<file path="config.mk">
export PLATFORM = sky130hd
export DESIGN_NAME = loop_cal
export DESIGN_NICKNAME = d
export VERILOG_FILES = /design/src/loop_cal_pkg.sv /design/src/loop_cal.sv
export SDC_FILE = /design/constraint.sdc
export NUM_CORES = 2
export LEC_CHECK = 0
export ABC_AREA = 1
export ABC_CLOCK_PERIOD_IN_PS = 98500
export BUFFER_PORTS_ARGS = -buffer_cell sky130_fd_sc_hd__buf_2
export CELL_PAD_IN_SITES_DETAIL_PLACEMENT = 1
export CELL_PAD_IN_SITES_GLOBAL_PLACEMENT = 2
export CORE_MARGIN = 2
export CORE_UTILIZATION = 34
export CTS_CLUSTER_DIAMETER = 150
export DETAILED_ROUTE_END_ITERATION = 7
export GPL_ROUTABILITY_DRIVEN = 0
export GPL_TIMING_DRIVEN = 0
export HOLD_SLACK_MARGIN = 0.15
export MAX_ROUTING_LAYER = met4
export PLACE_DENSITY = 0.86
export SYNTH_ARGS = -nofsm -noshare
export SYNTH_HDL_FRONTEND = slang
export SYNTH_SLANG_ARGS = --single-unit
</file>
<file path="constraint.sdc">
create_clock -name clk_sys_i -period 98.5 [get_ports clk_sys_i]
set_input_delay 29.55 -clock clk_sys_i [delete_from_list [all_inputs] [get_ports clk_sys_i]]
set_output_delay 29.55 -clock clk_sys_i [all_outputs]
set_load 0.005 [all_outputs]
</file>
<file path="src/loop_cal_pkg.sv">
package loop_cal_pkg;
   localparam int          NUM_CH          = 4;
   localparam logic [7:0]  IDX_HI          = 8'h24;
   localparam logic [7:0]  IDX_LO_OFFSET   = 8'h00;
   localparam logic [7:0]  IDX_LO_MAXCNT   = 8'h01;
   localparam logic [7:0]  IDX_LO_AVG      = 8'h02;
   localparam logic [7:0]  LEN_WORD        = 8'h02;
   localparam logic [7:0]  LEN_BYTE        = 8'h01;
   localparam logic [15:0] OFF_S_MIN       = 16'hfd01;
   localparam logic [15:0] OFF_S_MAX       = 16'h02ff;
   localparam logic [15:0] OFF_U_MAX       = 16'h05ff;
   localparam logic [15:0] MAX_S_MIN       = 16'h7a01;
   localparam logic [15:0] MAX_S_MAX       = 16'h7fff;
   localparam logic [15:0] MAX_U_MIN       = 16'hf401;
   localparam logic [15:0] OFFSET_RESET    = 16'h0000;
   localparam logic [15:0] MAX_S_RESET     = 16'h7d00;
   localparam logic [15:0] MAX_U_RESET     = 16'hfa00;
   localparam logic [7:0]  AVG_MIN         = 8'h01;
   localparam logic [7:0]  AVG_MAX         = 8'h50;
   localparam logic [7:0]  AVG_RESET       = 8'h01;
   // raw sample: 16-bit fraction of 20 mA full scale (0xffff ~ 20 mA)
   localparam logic [16:0] RAW_4MA         = 17'h03333;
   localparam logic [16:0] RAW_20MA        = 17'h0ffff;

   typedef struct packed {
      logic [7:0] length;
      logic [7:0] index_lo;
      logic [7:0] index_hi;
      logic [7:0] sub_index;
      logic [7:0] data_b1;
      logic [7:0] data_b2;
   } rtp_req_t;

   typedef struct packed {
      logic        ok;
      logic [15:0] value;
   } rtp_resp_t;
endpackage

</file>
<file path="src/loop_cal.sv">
`timescale 1ns/1ps
module loop_cal #(
   parameter int NCH = loop_cal_pkg::NUM_CH
) (
   input  wire logic                    clk_sys_i,
   input  wire logic                    resetn_i,
   input  wire logic                    req_valid_i,
   input  wire logic                    req_write_i,
   input  wire loop_cal_pkg::rtp_req_t  req_i,
   output logic                         resp_valid_o,
   output loop_cal_pkg::rtp_resp_t      resp_o,
   input  wire logic [NCH-1:0]          range_0_20_i,
   input  wire logic [NCH-1:0]          unsigned_fmt_i,
   input  wire logic [NCH-1:0]          ch_enable_i,
   input  wire logic                    sample_valid_i,
   input  wire logic [1:0]              sample_ch_i,
   input  wire logic [15:0]             loop_input_current_i,
   output logic [NCH*16-1:0]            count_o,
   output logic [NCH*8-1:0]             status_o
);
   logic [15:0] offset_reg [NCH];
   logic [15:0] maxcnt_reg [NCH];
   logic [7:0]  avg_reg    [NCH];
   logic [NCH-1:0] fmt_prev_reg;
   logic [15:0] wval;
   logic [1:0]  ch_sel;
   logic        sub_ok;
   logic        is_off;
   logic        is_max;
   logic        is_avg;

   assign wval   = {req_i.data_b2, req_i.data_b1};
   assign ch_sel = 2'(req_i.sub_index - 8'd1);
   assign sub_ok = (req_i.sub_index >= 8'd1) && (req_i.sub_index <= 8'(NCH));
   assign is_off = req_i.index_hi == loop_cal_pkg::IDX_HI && req_i.index_lo == loop_cal_pkg::IDX_LO_OFFSET
                   && req_i.length == loop_cal_pkg::LEN_WORD;
   assign is_max = req_i.index_hi == loop_cal_pkg::IDX_HI && req_i.index_lo == loop_cal_pkg::IDX_LO_MAXCNT
                   && req_i.length == loop_cal_pkg::LEN_WORD;
   assign is_avg = req_i.index_hi == loop_cal_pkg::IDX_HI && req_i.index_lo == loop_cal_pkg::IDX_LO_AVG
                   && req_i.length == loop_cal_pkg::LEN_BYTE;

   function automatic logic off_legal(input logic uf, input logic [15:0] v);
      if (uf)
         off_legal = v <= loop_cal_pkg::OFF_U_MAX;
      else
         off_legal = $signed(v) >= $signed(loop_cal_pkg::OFF_S_MIN)
                     && $signed(v) <= $signed(loop_cal_pkg::OFF_S_MAX);
   endfunction

   function automatic logic max_legal(input logic uf, input logic [15:0] v);
      if (uf)
         max_legal = v >= loop_cal_pkg::MAX_U_MIN;
      else
         max_legal = v >= loop_cal_pkg::MAX_S_MIN && v <= loop_cal_pkg::MAX_S_MAX;
   endfunction

   logic           wr_ok;
   logic           wr_take;
   logic [NCH-1:0] wr_off_en;
   logic [NCH-1:0] wr_max_en;
   logic [NCH-1:0] wr_avg_en;
   logic [NCH-1:0] fmt_flip;
   logic           rd_ok;
   logic [15:0]    rd_val;

   // legality follows the addressed channel's present format
   always_comb begin
      wr_ok = 1'b0;
      if (sub_ok) begin
         if (is_off)
            wr_ok = off_legal(unsigned_fmt_i[ch_sel], wval);
         else if (is_max)
            wr_ok = max_legal(unsigned_fmt_i[ch_sel], wval);
         else if (is_avg)
            wr_ok = req_i.data_b1 >= loop_cal_pkg::AVG_MIN && req_i.data_b1 <= loop_cal_pkg::AVG_MAX;
      end
   end

   assign wr_take  = req_valid_i && req_write_i && wr_ok;
   assign fmt_flip = fmt_prev_reg ^ unsigned_fmt_i;

   // one enable per channel, so a write never spills into a neighbour
   always_comb begin
      wr_off_en = '0;
      wr_max_en = '0;
      wr_avg_en = '0;
      for (int i = 0; i < NCH; i++) begin
         if (wr_take && ch_sel == 2'(i)) begin
            wr_off_en[i] = is_off;
            wr_max_en[i] = is_max;
            wr_avg_en[i] = is_avg;
         end
      end
   end

   // a format change reinterprets the stored words, so defaults come back unless a write to that word lands in the same cycle
   always_ff @(posedge clk_sys_i or negedge resetn_i) begin
      if (!resetn_i) begin
         fmt_prev_reg <= '0;
      end else begin
         fmt_prev_reg <= unsigned_fmt_i;
      end
   end

   always_ff @(posedge clk_sys_i or negedge resetn_i) begin
      if (!resetn_i) begin
         for (int i = 0; i < NCH; i++) begin
            offset_reg[i] <= loop_cal_pkg::OFFSET_RESET;
         end
      end else begin
         for (int i = 0; i < NCH; i++) begin
            if (wr_off_en[i]) begin
               offset_reg[i] <= wval;
            end else if (fmt_flip[i]) begin
               offset_reg[i] <= loop_cal_pkg::OFFSET_RESET;
            end
         end
      end
   end

   always_ff @(posedge clk_sys_i or negedge resetn_i) begin
      if (!resetn_i) begin
         for (int i = 0; i < NCH; i++) begin
            maxcnt_reg[i] <= loop_cal_pkg::MAX_S_RESET;
         end
      end else begin
         for (int i = 0; i < NCH; i++) begin
            if (wr_max_en[i]) begin
               maxcnt_reg[i] <= wval;
            end else if (fmt_flip[i]) begin
               maxcnt_reg[i] <= unsigned_fmt_i[i] ? loop_cal_pkg::MAX_U_RESET : loop_cal_pkg::MAX_S_RESET;
            end
         end
      end
   end

   // averaging is kept for read-back only; samples are not filtered
   always_ff @(posedge clk_sys_i or negedge resetn_i) begin
      if (!resetn_i) begin
         for (int i = 0; i < NCH; i++) begin
            avg_reg[i] <= loop_cal_pkg::AVG_RESET;
         end
      end else begin
         for (int i = 0; i < NCH; i++) begin
            if (wr_avg_en[i]) begin
               avg_reg[i] <= req_i.data_b1;
            end
         end
      end
   end

   always_comb begin
      rd_ok  = 1'b0;
      rd_val = 16'h0000;
      if (sub_ok) begin
         if (is_off) begin
            rd_ok  = 1'b1;
            rd_val = offset_reg[ch_sel];
         end else if (is_max) begin
            rd_ok  = 1'b1;
            rd_val = maxcnt_reg[ch_sel];
         end else if (is_avg) begin
            rd_ok  = 1'b1;
            rd_val = {8'h00, avg_reg[ch_sel]};
         end
      end
   end

   // one-cycle answer: ok low on bad index, sub-index or value
   always_ff @(posedge clk_sys_i or negedge resetn_i) begin
      if (!resetn_i) begin
         resp_valid_o <= 1'b0;
      end else begin
         resp_valid_o <= req_valid_i;
      end
   end

   always_ff @(posedge clk_sys_i or negedge resetn_i) begin
      if (!resetn_i) begin
         resp_o <= '0;
      end else if (req_valid_i) begin
         if (req_write_i) begin
            resp_o.ok    <= wr_ok;
            resp_o.value <= 16'h0000;
         end else begin
            resp_o.ok    <= rd_ok;
            resp_o.value <= rd_val;
         end
      end
   end

   // scaling datapath, pipelined over two cycles
   // ideal count = offset + (raw - low) * full / (high - low); the default endpoints make the
   // ideal slopes 2000/4000 and 1600/3200 counts per mA
   logic [1:0]  c1_reg;
   logic        v1_reg;
   logic [16:0] rel_reg;
   logic [16:0] span_reg;
   logic [16:0] span_lo;
   logic [16:0] raw_ext;
   logic [16:0] rel;

   assign raw_ext = {1'b0, loop_input_current_i};
   always_comb begin
      if (range_0_20_i[sample_ch_i]) begin
         span_lo = 17'h00000;
      end else begin
         span_lo = loop_cal_pkg::RAW_4MA;
      end
   end
   assign rel     = (raw_ext > span_lo) ? raw_ext - span_lo : 17'h00000;

   always_ff @(posedge clk_sys_i or negedge resetn_i) begin
      if (!resetn_i) begin
         v1_reg   <= 1'b0;
         c1_reg   <= '0;
         rel_reg  <= '0;
         span_reg <= 17'h00001;
      end else begin
         v1_reg   <= sample_valid_i;
         c1_reg   <= sample_ch_i;
         rel_reg  <= rel;
         span_reg <= loop_cal_pkg::RAW_20MA - span_lo;
      end
   end

   // calibrated endpoints: low end sits at the offset, high end at max count
   logic signed [17:0] lo_pt;
   logic signed [17:0] hi_pt;
   logic signed [17:0] full;
   logic signed [35:0] prod;
   logic signed [35:0] scaled;
   logic signed [18:0] cnt;
   logic               uf1;
   assign uf1    = unsigned_fmt_i[c1_reg];
   always_comb begin
      if (uf1) begin
         lo_pt = 18'($unsigned(offset_reg[c1_reg]));
      end else begin
         lo_pt = 18'($signed(offset_reg[c1_reg]));
      end
   end
   assign hi_pt  = 18'($unsigned(maxcnt_reg[c1_reg]));
   assign full   = hi_pt - lo_pt;
   assign prod   = full * $signed({19'h0, rel_reg});
   assign scaled = prod / $signed({19'h0, span_reg});
   assign cnt    = 19'(scaled) + 19'(lo_pt);

   // saturate into the active format; status bit 0 flags a clamped count
   logic [15:0] sat;
   logic [18:0] sat_ext;
   always_comb begin
      if (uf1) begin
         if (cnt < 0) begin
            sat = 16'h0000;
         end else if (cnt > 19'sh0ffff) begin
            sat = 16'hffff;
         end else begin
            sat = cnt[15:0];
         end
      end else begin
         if (cnt < -19'sh08000) begin
            sat = 16'h8000;
         end else if (cnt > 19'sh07fff) begin
            sat = 16'h7fff;
         end else begin
            sat = cnt[15:0];
         end
      end
   end

   // sign-extend in signed format, else every negative count reads as clamped
   assign sat_ext = uf1 ? {3'b000, sat} : {{3{sat[15]}}, sat};

   always_ff @(posedge clk_sys_i or negedge resetn_i) begin
      if (!resetn_i) begin
         count_o <= '0;
      end else begin
         for (int i = 0; i < NCH; i++) begin
            if (!ch_enable_i[i]) begin
               count_o[i*16 +: 16] <= 16'h0000;
            end else if (v1_reg && c1_reg == 2'(i)) begin
               count_o[i*16 +: 16] <= sat;
            end
         end
      end
   end

   always_ff @(posedge clk_sys_i or negedge resetn_i) begin
      if (!resetn_i) begin
         status_o <= '0;
      end else begin
         for (int i = 0; i < NCH; i++) begin
            if (!ch_enable_i[i]) begin
               status_o[i*8 +: 8] <= 8'h00;
            end else if (v1_reg && c1_reg == 2'(i)) begin
               status_o[i*8 +: 8] <= {7'h00, (cnt[18:0] != sat_ext)};
            end
         end
      end
   end
endmodule

</file>
==> impl_metrics.tcl <==
set metrics [dict create \
    fmax_mhz 7.46 \
    crit_fanout 10 \
    slowest_stage "o21ai_0" \
    whs_endpoint "avg_reg[7]" \
    cts_made_buffers 29 \
    skew_ns 0.0498 \
    slew_headroom_pct -24.9 \
    insertion_delay_ns 0.60 \
    drt-pass1-iter-count 6 \
    synthesis.area_sq_um 60700 \
    core_sq_um 178000 \
    via_count 75100 \
    wirelength_mm 319 \
    overflow 0 \
    portBuffers 165 \
    critPathArrivalTime_ns 134.51 \
    worstPathRequired_ns 98.95 \
    clock_path_buffers 3 \
    hp-class "register to register" \
    yosysSeqAreaShare_pct 11.3 \
    hold_viol 0 \
    track_usage_pct 28.4 \
    dp_hpwl_mm 177 \
    status "complete, but fails checks" \
    rsz0062_at_grt "true" \
    start_util_pct 34.1 \
    r2r_slack_ns -12.87 \
    dpl.cell_count 11700 \
    die_x_um 426 \
    antenna_left 0 \
    cts_tree "built" \
    reg2reg_to "status_o[8]" \
    synth_seq_cells 273 \
    critical_path_class "input port to register" \
    via_per_inst 5.64 \
    final_cells 13300 \
    timing.rr.start "c1_reg[1]" \
    drv_slew 8 \
    synth_cell_types 95 \
    wl_per_cell_um 24.0 \
    synthFlopType "dfrtp_1" \
    fp.dieH_um 426 \
    tightest_slew_ns 1.85 \
    period_needed_ns 134.07 \
    maxCapViolations 3 \
    critPathMostFrequentCell "a21oi_2" \
    cts_root_buf "clkbuf_16" \
    endpoint_kind "register" \
    die_area_sq_um 182000 \
    cts_num_sinks 273 \
    grt_max_degree 119 \
    critPathLaunchType "input port" \
    ioPinCount 197 \
    setup-tns-final_ns -2410.89 \
    grt_pass1_wl_mm 408 \
    setup_viol 68 \
    synth.avg_cell_area_sq_um 6.66 \
    final_util_pct 47.9 \
    syn_inst 9111 \
    hold_buffers 0 \
    area_delta_synth_final_pct 40.5 \
    hold_path_depth 2 \
    finalCritPeriodShare_pct 136 \
    async_flop_share_pct 100 \
    final.setup.worst_slack_ns -35.57 \
    path_clk_slew_ns 0.06 \
    drc 0 \
    ff2ff_path_depth 746 \
    htreeDepth 1 \
    drtIter0Drc 5356 \
    grt_pass1_vias 76000 \
    violations "capacitance limit, slew limit, setup timing" \
    cp_slowest_stage_delay_ns 1.39 \
    drive_above_1_share_pct 33.3 \
    synth_edf_count 0 \
    worstHoldStart "avg_reg[7]" \
    yosysWarningCount 0 \
    rows 155 \
    nets 11900 \
    antenna_found_initial 21 \
]
final cells by class:
type                            count  area (sq um)
Antenna cell                       34          85.1
Buffer                            247          2420
Clock buffer                       38           800
Clock inverter                     16           215
Fill cell                       22400         92600
Inverter                         1567          6140
Multi-Input combinational cell   7051         52800
Sequential cell                   273          6870
Tap cell                         2355          2950
Timing Repair Buffer             1726         13000
Timing Repair inverter              1          8.76
critical path: cells and delay by family:
family          cells  cell delay, ns
compound gates    305           52.63
simple gates      294           31.67
buf+inv           255           25.94
fa+ha+maj          52           16.57
xor+xnor            5            0.92
cells by family after synthesis:
group / count (synthesis) / share of synthesized area, %
other cells: 2 / 0.0124
flops: 273 / 11.3
compound gates: 1641 / 15.6
fa+ha+maj: 914 / 22.7
simple gates: 4002 / 31.2
mux: 1 / 0.0371
xor+xnor: 464 / 6.72
buf+inv: 1814 / 12.5
routing by layer:
layer  vias up  share of wire (%)  global-route usage, %
met5         -                  0                      -
met4         0                8.5                   12.0
met3      1889                7.0                   2.12
met2      3284                 48                   51.3
met1     36800                 37                   32.0
li1      33100                  -                      -
Yosys cell counts (55+ instances only):
cell	n	area [sq um]
o22ai_1	104	651
nor2_1	685	2570
ha_1	606	7580
xnor2_1	170	1490
nor2_2	84	526
nand3_2	83	831
inv_1	1450	5440
nand4_1	169	1060
or2_2	64	400
xor2_1	292	2560
a21oi_1	523	2620
fa_1	308	6170
nor3_1	65	325
dfrtp_1	244	6110
nor2_4	55	619
o21bai_1	56	420
nand3_1	445	2230
nand2_2	171	1070
clkbuf_1	138	518
nand2_1	2021	7590
o21ai_0	636	3180
inv_2	55	206
layout by cell type (no fill, tap or decap), types with 123 or more instances in the layout:
cell,Yosys,layout
fa_1,308,295
buf_2,3,165
a21oi_1,523,334
dfrtp_1,244,244
nand4_1,169,169
nor2_1,685,624
inv_2,55,159
a21oi_2,11,123
nand2_2,171,299
ha_1,606,468
nand2_1,2021,1812
inv_1,1450,1318
ha_4,0,126
nand3_1,445,405
buf_4,36,1543
xnor2_1,170,160
xor2_1,292,285
o21ai_0,636,429
per-stage QoR:
stage          area, sq um  hold slack [ns]  setup slack (ns)
2_1_floorplan        62200            0.431            -24.17
3_3_place_gp         65900            0.445            -40.97
3_5_place_dp         66100            0.456            -42.27
4_1_cts              78700            0.478            -24.37
5_1_grt              85200            0.509            -38.94
6_report             85200            0.471            -35.57
how the worst max path moves through the flow:
stage / from / endpoint / slack, ns / cells past startpoint
final: unsigned_fmt_i[0] / status_o[8] / -35.57 / 911
after global routing: unsigned_fmt_i[0] / status_o[16] / -38.94 / 911
after CTS: unsigned_fmt_i[1] / status_o[8] / -24.37 / 907
after detailed placement: unsigned_fmt_i[0] / status_o[8] / -42.27 / 936
after global placement: unsigned_fmt_i[0] / status_o[8] / -40.97 / 1172
after floorplan: unsigned_fmt_i[0] / status_o[0] / -24.17 / 1174
timing repair:
action,4_1_cts,5_1_grt
buffers inserted,1162,396
gates resized for setup,579,781
cloned,10,7
endpoints found under the setup margin,68,68
pin swaps,552,647
Power is left out: the tool's default activity adds up to more than one toggle a clock period on the data nets, which glitch-free logic cannot reach.
